File: src/core/cfm_pkg.sv
// constants and register map of the contactor feedback monitor
//
// Overview of operation
// A standby mode on the active field triple stops field monitoring and holds both safety outputs off.
// Field triple monitoring is switched by a setting, and only then is a mode chosen for the triple.
// Feedback checking runs only when enabled and then checks every switching edge of the outputs.
// The outputs switch on only when the feedback loop is seen closed first.
// After release the feedback loop must open within 500 ms of the release.
// After switch-off the feedback loop must close again within 500 ms.
// A failed timing check forces the safety outputs off again.
// With outputs off the feedback input must be high, otherwise the fault lock is entered.
// With outputs on the feedback loop must be open, otherwise the fault lock is entered.
// Events reach the indication outputs through a configurable assignment.
// The fault lock keeps the outputs off until a restart or a reset clears it.
package cfm_pkg;
   // clock and feedback timing
   localparam int CLK_HZ = 20000000;
   localparam int FB_WINDOW_MS = 500;
   localparam int FB_WINDOW_CYC = FB_WINDOW_MS * (CLK_HZ / 1000);
   localparam int TMR_W = 24;
   // register byte addresses
   localparam logic [7:0] CTRL_OFS = 8'h00;
   localparam logic [7:0] MODE_OFS = 8'h04;
   localparam logic [7:0] ROUTE_OFS = 8'h08;
   localparam logic [7:0] STAT_OFS = 8'h0c;
   // control field positions
   localparam int CTRL_FMON_BIT = 0;
   localparam int CTRL_FB_BIT = 1;
   localparam int CTRL_RUN_BIT = 2;
   localparam int CTRL_RESTART_BIT = 7;
   // reset values
   localparam logic [7:0] CTRL_RST = 8'h00;
   localparam logic [7:0] MODE_RST = 8'h00;
   localparam logic [23:0] ROUTE_RST = 24'h000000;
   // sizes
   localparam int N_EVT = 6;
   localparam int N_IND = 4;
   localparam int N_PIN = 10;
   // bus answers
   localparam logic [1:0] RESP_OKAY = 2'b00;
   localparam logic [1:0] RESP_SLVERR = 2'b10;
   // feedback supervision states
   typedef enum logic [2:0] {
      ST_OFF, ST_ON_WAIT, ST_ON, ST_OFF_WAIT, ST_LOCK
   } cfm_state_t;
endpackage

File: src/core/cfm_monitor.sv
// contactor feedback monitor with standby mode and indication routing
`timescale 1ns/10ps
module cfm_monitor import cfm_pkg::*; #(
   parameter int FB_WINDOW = FB_WINDOW_CYC
) (
   input wire logic clk_sys_i,
   input wire logic srst_i,
   // pins
   input wire logic contactor_feedback_input_i,
   input wire logic [2:0] field_triple_i,
   input wire logic prot_field_viol_i,
   input wire logic warn_field_viol_i,
   input wire logic dev_func_i,
   input wire logic error_evt_i,
   input wire logic warning_evt_i,
   input wire logic diag_evt_i,
   output logic safety_switching_output_a_o,
   output logic safety_switching_output_b_o,
   output logic field_mon_active_o,
   output logic [3:0] indication_o,
   // axi4-lite slave
   input wire logic [7:0] s_axi_awaddr_i,
   input wire logic s_axi_awvalid_i,
   output logic s_axi_awready_o,
   input wire logic [31:0] s_axi_wdata_i,
   input wire logic [3:0] s_axi_wstrb_i,
   input wire logic s_axi_wvalid_i,
   output logic s_axi_wready_o,
   output logic [1:0] s_axi_bresp_o,
   output logic s_axi_bvalid_o,
   input wire logic s_axi_bready_i,
   input wire logic [7:0] s_axi_araddr_i,
   input wire logic s_axi_arvalid_i,
   output logic s_axi_arready_o,
   output logic [31:0] s_axi_rdata_o,
   output logic [1:0] s_axi_rresp_o,
   output logic s_axi_rvalid_o,
   input wire logic s_axi_rready_i
);
   logic [N_PIN-1:0] pin_raw;
   logic [N_PIN-1:0] meta_q;
   logic [N_PIN-1:0] sync_q;
   logic fb_q;
   logic [2:0] triple_q;
   logic [N_EVT-1:0] evt_q;
   logic [7:0] ctrl_q;
   logic [7:0] mode_q;
   logic [23:0] route_q;
   logic restart_q;
   logic standby_q;
   logic standby_now;
   cfm_state_t state_q;
   cfm_state_t state_d;
   logic [TMR_W-1:0] tmr_q;
   logic on_req;
   logic fb_en;
   logic aw_have_q;
   logic w_have_q;
   logic [7:0] awaddr_q;
   logic [31:0] wdata_q;
   logic [3:0] wstrb_q;
   logic wr_en;
   logic [31:0] wmask;
   logic wr_hit;
   logic [31:0] rd_val;
   logic rd_hit;

   // two-stage synchronisers for every pin input
   assign pin_raw = {diag_evt_i, warning_evt_i, error_evt_i, dev_func_i,
                     warn_field_viol_i, prot_field_viol_i, field_triple_i,
                     contactor_feedback_input_i};
   genvar gi;
   generate
      for (gi = 0; gi < N_PIN; gi++) begin : g_sync
         always_ff @(posedge clk_sys_i) begin
            if (srst_i) begin
               meta_q[gi] <= 1'b0;
               sync_q[gi] <= 1'b0;
            end else begin
               meta_q[gi] <= pin_raw[gi];
               sync_q[gi] <= meta_q[gi];
            end
         end
      end
   endgenerate
   assign fb_q = sync_q[0];  // high: loop closed, supply present
   assign triple_q = sync_q[3:1];
   assign evt_q = sync_q[9:4];

   // axi write channel capture, address and data in either order
   assign wr_en = aw_have_q & w_have_q & ~s_axi_bvalid_o;
   always_ff @(posedge clk_sys_i) begin
      if (srst_i) begin
         aw_have_q <= 1'b0;
         w_have_q <= 1'b0;
         awaddr_q <= 8'h00;
         wdata_q <= 32'h00000000;
         wstrb_q <= 4'h0;
         s_axi_awready_o <= 1'b1;
         s_axi_wready_o <= 1'b1;
         s_axi_bvalid_o <= 1'b0;
         s_axi_bresp_o <= RESP_OKAY;
      end else begin
         if (s_axi_awready_o && s_axi_awvalid_i) begin
            aw_have_q <= 1'b1;
            awaddr_q <= s_axi_awaddr_i;
            s_axi_awready_o <= 1'b0;
         end
         if (s_axi_wready_o && s_axi_wvalid_i) begin
            w_have_q <= 1'b1;
            wdata_q <= s_axi_wdata_i;
            wstrb_q <= s_axi_wstrb_i;
            s_axi_wready_o <= 1'b0;
         end
         if (wr_en) begin
            aw_have_q <= 1'b0;
            w_have_q <= 1'b0;
            s_axi_bvalid_o <= 1'b1;
            s_axi_bresp_o <= wr_hit ? RESP_OKAY : RESP_SLVERR;
         end else if (s_axi_bvalid_o && s_axi_bready_i) begin
            s_axi_bvalid_o <= 1'b0;
            s_axi_awready_o <= 1'b1;
            s_axi_wready_o <= 1'b1;
         end
      end
   end

   // byte lanes and address decode for writes
   assign wmask = {{8{wstrb_q[3]}}, {8{wstrb_q[2]}},
                   {8{wstrb_q[1]}}, {8{wstrb_q[0]}}};
   assign wr_hit = (awaddr_q == CTRL_OFS) || (awaddr_q == MODE_OFS) ||
                   (awaddr_q == ROUTE_OFS) || (awaddr_q == STAT_OFS);

   // writable configuration registers; restart bit is a one-shot
   always_ff @(posedge clk_sys_i) begin
      if (srst_i) begin
         ctrl_q <= CTRL_RST;
         mode_q <= MODE_RST;
         route_q <= ROUTE_RST;
         restart_q <= 1'b0;
      end else begin
         restart_q <= 1'b0;
         if (wr_en && awaddr_q == CTRL_OFS && wstrb_q[0]) begin
            ctrl_q <= {1'b0, wdata_q[6:0]};
            restart_q <= wdata_q[CTRL_RESTART_BIT];
         end
         if (wr_en && awaddr_q == MODE_OFS && wstrb_q[0]) begin
            mode_q <= wdata_q[7:0];
         end
         if (wr_en && awaddr_q == ROUTE_OFS) begin
            route_q <= (route_q & ~wmask[23:0]) |
                       (wdata_q[23:0] & wmask[23:0]);
         end
      end
   end

   // read decode, status shows live supervision state
   always_comb begin
      rd_val = 32'h00000000;
      rd_hit = 1'b1;
      unique case (s_axi_araddr_i)
         CTRL_OFS: rd_val = {24'h000000, ctrl_q};
         MODE_OFS: rd_val = {24'h000000, mode_q};
         ROUTE_OFS: rd_val = {8'h00, route_q};
         STAT_OFS: rd_val = {24'h000000, 1'b0, triple_q,
                             standby_q, fb_q,
                             (state_q == ST_LOCK),
                             safety_switching_output_a_o};
         default: rd_hit = 1'b0;
      endcase
   end

   // axi read channel, answer one cycle after the address is taken
   always_ff @(posedge clk_sys_i) begin
      if (srst_i) begin
         s_axi_arready_o <= 1'b1;
         s_axi_rvalid_o <= 1'b0;
         s_axi_rdata_o <= 32'h00000000;
         s_axi_rresp_o <= RESP_OKAY;
      end else if (s_axi_arready_o && s_axi_arvalid_i) begin
         s_axi_arready_o <= 1'b0;
         s_axi_rvalid_o <= 1'b1;
         s_axi_rdata_o <= rd_val;
         s_axi_rresp_o <= rd_hit ? RESP_OKAY : RESP_SLVERR;
      end else if (s_axi_rvalid_o && s_axi_rready_i) begin
         s_axi_rvalid_o <= 1'b0;
         s_axi_arready_o <= 1'b1;
      end
   end

   // standby request seen in the same cycle, so no one-cycle on pulse
   assign standby_now = ctrl_q[CTRL_FMON_BIT] & mode_q[triple_q];

   // standby mode only when field triple monitoring is enabled
   always_ff @(posedge clk_sys_i) begin
      if (srst_i) begin
         standby_q <= 1'b0;
         field_mon_active_o <= 1'b0;
      end else begin
         standby_q <= standby_now;
         field_mon_active_o <= ctrl_q[CTRL_FMON_BIT] &
                               ~(mode_q[triple_q]);
      end
   end

   // switch-on request: software run, free field, no standby
   assign on_req = ctrl_q[CTRL_RUN_BIT] & ~evt_q[0] & ~standby_now;
   assign fb_en = ctrl_q[CTRL_FB_BIT];

   // feedback supervision next state
   always_comb begin
      state_d = state_q;
      unique case (state_q)
         ST_OFF: begin
            if (fb_en && !fb_q) begin
               state_d = ST_LOCK;
            end else if (on_req) begin
               state_d = fb_en ? ST_ON_WAIT : ST_ON;
            end
         end
         ST_ON_WAIT: begin
            if (!on_req) begin
               state_d = ST_OFF_WAIT;
            end else if (!fb_q) begin
               state_d = ST_ON;
            end else if (fb_en && tmr_q == '0) begin
               state_d = ST_LOCK;
            end
         end
         ST_ON: begin
            if (!on_req) begin
               state_d = fb_en ? ST_OFF_WAIT : ST_OFF;
            end else if (fb_en && fb_q) begin
               state_d = ST_LOCK;
            end
         end
         ST_OFF_WAIT: begin
            if (fb_q || !fb_en) begin
               state_d = ST_OFF;
            end else if (tmr_q == '0) begin
               state_d = ST_LOCK;
            end
         end
         ST_LOCK: begin
            if (restart_q) begin
               state_d = ST_OFF;
            end
         end
         default: state_d = ST_LOCK;
      endcase
   end

   // state, window timer and the paired safety outputs
   always_ff @(posedge clk_sys_i) begin
      if (srst_i) begin
         state_q <= ST_OFF;
         tmr_q <= '0;
         safety_switching_output_a_o <= 1'b0;
         safety_switching_output_b_o <= 1'b0;
      end else begin
         state_q <= state_d;
         if (state_d != state_q) begin
            tmr_q <= TMR_W'(FB_WINDOW - 1);
         end else if (tmr_q != '0) begin
            tmr_q <= tmr_q - 1'b1;
         end
         safety_switching_output_a_o <= (state_d == ST_ON_WAIT) ||
                                        (state_d == ST_ON);
         safety_switching_output_b_o <= (state_d == ST_ON_WAIT) ||
                                        (state_d == ST_ON);
      end
   end

   // event routing: one six-bit mask per indication output
   generate
      for (gi = 0; gi < N_IND; gi++) begin : g_ind
         always_ff @(posedge clk_sys_i) begin
            if (srst_i) begin
               indication_o[gi] <= 1'b0;
            end else begin

               indication_o[gi] <= |(evt_q & route_q[gi*N_EVT +: N_EVT]);
            end
         end
      end
   endgenerate
endmodule

File: config.mk
export PLATFORM = sky130hd
export DESIGN_NAME = cfm_monitor
export DESIGN_NICKNAME = d
export VERILOG_FILES = /design/src/core/cfm_pkg.sv /design/src/core/cfm_monitor.sv
export SDC_FILE = /design/constraint.sdc
export NUM_CORES = 1
export LEC_CHECK = 0
export BUFFER_PORTS_ARGS = -buffer_cell sky130_fd_sc_hd__buf_2
export CAP_MARGIN = 20
export CORE_MARGIN = 3
export CORE_UTILIZATION = 50
export CTS_BUF_LIST = sky130_fd_sc_hd__clkbuf_8
export DETAILED_ROUTE_END_ITERATION = 12
export GPL_ROUTABILITY_DRIVEN = 0
export PLACE_DENSITY = 0.83
export SKIP_CTS_REPAIR_TIMING = 1
export SLEW_MARGIN = 20
export SYNTH_ARGS = -nofsm -noshare
export SYNTH_HDL_FRONTEND = slang
export SYNTH_SLANG_ARGS = --single-unit
File: constraint.sdc
create_clock -name clk_sys_i -period 2.2 [get_ports clk_sys_i]
set_input_delay 0.22 -clock clk_sys_i [delete_from_list [all_inputs] [get_ports clk_sys_i]]
set_output_delay 0.22 -clock clk_sys_i [all_outputs]
set_load 0.1 [all_outputs]
==> results of run 1 <==
## worst max-delay path: stages (launching register included)
cell and delay, ps:
dfxtp_1 330, inv_1 50, ha_1 200, nor3b_2 150, nand3_1 120, nor2_2 60
buf_4 150, a22oi_1 170, nand2_1 140, a2111oi_4 400, buf_12 210, buf_4 120
a21oi_1 50
## routing by layer
metal	part of all wire	GRT usage	vias to the layer above
met5	0	0	-
met4	0.030	0.1161	0
met3	0.053	0.05051	40
met2	0.49	0.3524	198
met1	0.43	0.2797	2749
li1	-	-	2859
## logic make-up after synthesis
family,share of synthesized area
xor+xnor,0.03197
other cells,0.0005703
flops,0.4932
compound gates,0.1452
fa+ha+maj,0.003805
simple gates,0.2211
mux,0.05823
buf+inv,0.04586
## worst min-delay path by stage
stage | end | cells past startpoint
6_report | wdata_q[17]$_SDFFE_PP0P_ | 3
5_1_grt | wdata_q[20]$_SDFFE_PP0P_ | 3
4_1_cts | meta_q[6]$_SDFF_PP0_ | 2
3_5_place_dp | evt_q[2]$_SDFF_PP0_ | 1
3_3_place_gp | evt_q[2]$_SDFF_PP0_ | 1
2_1_floorplan | s_axi_wready_o$_SDFF_PP1_ | 1
## stage by stage
stage / hold WS (ps) / total power [mW]
floorplan: 332.9 / 4.756
global placement: 422.5 / 5.528
detailed placement: 427.5 / 5.590
CTS: -47.30 / 7.561
global route: 2.553 / 8.055
finish: -0.3774 / 7.673
## power breakdown
part	switching, mW	total [mW]	internal (mW)
Combinational	1.21	2.35	1.14
Sequential	0.178	3.35	3.17
Clock	1.16	1.98	0.814
## area by class of cell
| type | instances | area share |
|---|---|---|
| Tap cell | 172 | 0.02587 |
| Multi-Input combinational cell | 514 | 0.3758 |
| Timing Repair Buffer | 191 | 0.1588 |
| Antenna cell | 1 | 0.0003008 |
| Clock inverter | 15 | 0.01489 |
| Clock buffer | 17 | 0.02812 |
| Sequential cell | 162 | 0.3912 |
| Inverter | 11 | 0.004963 |
## cell usage in the layout, fill, tap and decap left out, types with 4 or more instances in the layout
cell,netlist,layout
dfxtp_1,162,157
a22oi_1,37,37
a31oi_1,6,6
nor3b_2,6,11
buf_4,12,64
dlygate4sd3_1,0,26
nor2b_1,24,24
nand2_1,107,107
conb_1,1,10
nand3_1,37,37
buf_2,1,96
nor3_1,14,14
inv_1,11,12
inv_6,0,5
mux4_2,7,7
a21oi_1,86,86
xnor2_1,17,17
nor4_1,11,7
nor2_1,66,65
mux2i_1,18,18
nand2b_1,6,6
clkbuf_8,0,17
nor4_2,0,4
xor2_1,7,7
buf_12,0,5
==> qor.yml, run 1 <==
drc: 0
cp.arrival_ps: 2600
regToRegEndpoint: "tmr_q[0]$_SDFFE_PP0P_"
die_area_um2: 14560
grt_overflow: 0
stdcell_count: 1083
startpoint: "tmr_q[0]$_SDFFE_PP0P_"
grt_max_degree: 61
drt_iter0_drc: 504
finalSetupTns_ps: -444.2
endpoint: "tmr_q[0]$_SDFFE_PP0P_"
cts_root_buf: "clkbuf_8"
powerDensity_nw_per_um2: 922.3
peakVddDrop_uv: 429.1
wl_per_cell_um: 15.14
fin_area_um2: 8319
core_um2: 12720
end_kind: "flip-flop"
drt_pass1_iterations: 5
multi_input_area_um2: 3127
yosysTopAreaCellShare: 0.4932
clk_pin_slew_worst_paths_ps: 90
place_hpwl_um: 11290
initial_core_util: 0.5168
hold_viol: 1
h-tree-depth: 4
max_freq_mhz: 440.3
synth-edff-count: 0
cts_tree: "yes"
num-fill-cells: 1038
finalClockSkew_ps: 15.04
yosys.area.top_type: "dfxtp_1"
pre_cts_ws_ps: -130.0
synth-seq-cells: 162
grt_pass1_wl_um: 25690
min_period_ps: 2271
regArea_um2: 3254
reg2reg_setup_slack_ps: -70
outcome: "complete, but fails checks"
placedInstanceArea_um2: 7637
dp_cells: 1024
critPathLaunchType: "flip-flop"
hold_start: "s_axi_wdata_i[17]"
reg2reg_depth: 12
ys_seq_area_frac: 0.4932
failed_checks: "hold timing, setup timing"
ys_types: 52
maxCapViolCount: 0
synth_warnings: 0
grtUsageTotal: 0.2210
port_buffers: 97
areaGrowthSynthToFinish_pct: 26.53
required_ps: 2530
die_w_um: 120.7
hold_path.class: "in2reg"
final_core_utilization: 0.6539
rsz0062_at_grt: "true"
vias: 5846
antenna_found_initial: 1
dieHeight_um: 120.7
finalHoldWorstSlack_ps: -0.3774
rows: 41
critPathMaxFanout: 23
cts.sinks: 162
synth_area_um2: 6575
worstMarginPinSlew_ps: 510.7
clockBufferDepth: 2
routed_wl_um: 16400
slew_headroom: 0.6619
worst-setup-path-type: "reg2reg"
ant_nets: 0
synth_common_cells: "dfxtp_1, nand2_1, a21oi_1, nor2_1, clkbuf_1"
fin_nets: 968
layout-drive-gt1-share: 0.2615
synthTopCellsByArea: "dfxtp_1, a21oi_1, nand2_1"
final.period_utilization: 1.032
setup_violations: 12
yosysMostFrequentCell: "dfxtp_1"
routed_via_density: 5.398
postSynth.asyncResetShare: 0
grt_pass1_vias: 5346
synth_cells: 733
reg2reg_from: "tmr_q[0]$_SDFFE_PP0P_"
finalMaxSlewViolations: 0
p_leak_nw: 3.453
numCtsBuffers: 17
ys.flop_type: "dfxtp_1"
syn_avg_cell_area_um2: 8.970
ios: 117
clock_latency_ps: 450
fin_ws_ps: -71.22
Note: power is estimated with default switching activity, not from simulation.
==> run 2, diff against run 1 <==
- REMOVE_ABC_BUFFERS: not set -> 1
==> qor.yml, run 2 (synthesized netlist as in run 1, its figures left out) <==
crit_family: "compound AO/OA/AOI/OAI gates"
worstMarginPinSlew_ps: 568.1  # +57.48 ps
wl_per_cell_um: 15.17  # +0.20%
cts.sinks: 162  # unchanged
grt_overflow: 0  # unchanged
routed_wl_um: 16200  # -1.2%
hold_viol: 0  # -1
slew_headroom: 0.6212  # -0.04066
multi_input_area_um2: 3139  # +0.40%
fin_ws_ps: -133.2  # -61.95 ps
regArea_um2: 3249  # -0.15%
grt_pass1_vias: 5240  # -2.0%
clk_pin_slew_worst_paths_ps: 90  # about the same
final_core_utilization: 0.6513  # -0.002655
num-fill-cells: 971  # -6.5%
p_leak_nw: 3.427  # -0.75%
grt_pass1_wl_um: 24580  # -4.3%
rows: 41  # unchanged
fin_nets: 954  # -1.4%
h-tree-depth: 4  # unchanged
clock_latency_ps: 450  # about the same
numCtsBuffers: 17  # unchanged
antenna_found_initial: 0  # -1
cp_slowest_cell: "dfxtp_4"
vias: 5866  # +0.34%
drt_iter0_drc: 487  # -3.4%
worst-setup-path-type: "reg2reg"
crit_buf_inv: 2  # -2
clockBufferDepth: 2  # unchanged
critPathLaunchType: "flip-flop"
finalMaxSlewViolations: 0  # unchanged
finalHoldWorstSlack_ps: 5.705  # +6.082 ps
failed_checks: "setup timing"
final_common_cell: "dfxtp_1"
cts_tree: "yes"
powerDensity_nw_per_um2: 957.4  # +3.8%
initial_core_util: 0.5168  # unchanged
setup_violations: 24  # +12
final.period_utilization: 1.061  # +0.02816
critPathMaxFanout: 6  # -74%
die_w_um: 120.7  # unchanged
num_antenna_cells: 0  # -1
die_area_um2: 14560  # unchanged
grtUsageTotal: 0.2105  # -0.01045
max_freq_mhz: 428.6  # -2.7%
finalClockSkew_ps: 11.73  # -3.310 ps
slowest_delay_ps: 380  # -20 ps
outcome: "complete, but fails checks"
routed_via_density: 5.493  # +1.8%
core_um2: 12720  # unchanged
crit_chain: "mux2i_1, a22o_1, or2_4, o41a_1, a211oi_2, a2111oi_4, buf_6, clkbuf_16, nor3b_2"
min_period_ps: 2333  # +61.95 ps
drc: 0  # unchanged
place_hpwl_um: 10930  # -3.2%
cts_root_buf: "clkbuf_8"
cp.arrival_ps: 2650  # +50 ps
drt_pass1_iterations: 7  # +2
rsz0062_at_grt: "true"
ios: 117  # unchanged
end_kind: "flip-flop"
ant_nets: 0  # unchanged
port_buffers: 97  # unchanged
final_cell_mix: "dfxtp_1, nand2_1, buf_2"
finalSetupTns_ps: -2697  # -2253 ps
maxCapViolCount: 0  # unchanged
required_ps: 2510  # -20 ps
peakVddDrop_uv: 532.1  # +24%
areaGrowthSynthToFinish_pct: 26.01
layout-drive-gt1-share: 0.2612  # -0.0003777
grt_max_degree: 58  # -4.9%
hold_path.class: "in2reg"
dieHeight_um: 120.7  # unchanged
## run 2: routing by layer
metal,part of all wire,up-vias,track usage
li1,-,2824,-
met1,0.44,2757,0.2794
met2,0.46,244,0.3259
met3,0.078,41,0.06642
met4,0.022,0,0.07224
met5,0,-,0
## run 2: layout make-up
type	count	share of cell area
sequential	162	0.3922
multi-input combinational	514	0.3789
timing repair buffer	177	0.1486
clock buffer	17	0.02824
tap	172	0.02597
clock inverter	15	0.02114
inverter	11	0.004983
## run 2: report_power, final
part | leakage, nW | internal, mW | total (mW) | switching (mW)
Clock | 0.211 | 1.05 | 2.21 | 1.16
Combinational | 1.89 | 1.15 | 2.37 | 1.23
Sequential | 1.32 | 3.17 | 3.35 | 0.187
## run 2: final timing paths
| path | slack [ps] | start | to | depth (start not counted) |
|---|---|---|---|---|
| worst max-delay path | -130 | sync_q[1]$_SDFF_PP0_ | tmr_q[7]$_SDFFE_PP0P_ | 9 |
| worst min-delay path | 6 | s_axi_wdata_i[19] | wdata_q[19]$_SDFFE_PP0P_ | 3 |
| worst max register to register | -130 | sync_q[1]$_SDFF_PP0_ | tmr_q[7]$_SDFFE_PP0P_ | 9 |
| worst min register to register | 440 | meta_q[6]$_SDFF_PP0_ | evt_q[2]$_SDFF_PP0_ | 1 |
## run 2: tightest hold or removal path, stage by stage
cell and delay (ps):
buf_2 90, nand2_1 50, a21oi_1 50
## run 2: through the flow
step	instances	cell area (um2)	setup WS [ps]	power [mW]
finish	1068	8285	-133.2	7.933
global route	1068	8285	-227.0	8.327
floorplan	687	6349	-1255	4.667
detailed placement	1015	7550	-249.1	5.559
CTS	1047	7959	-283.3	7.756
global placement	1015	7550	-93.00	5.497
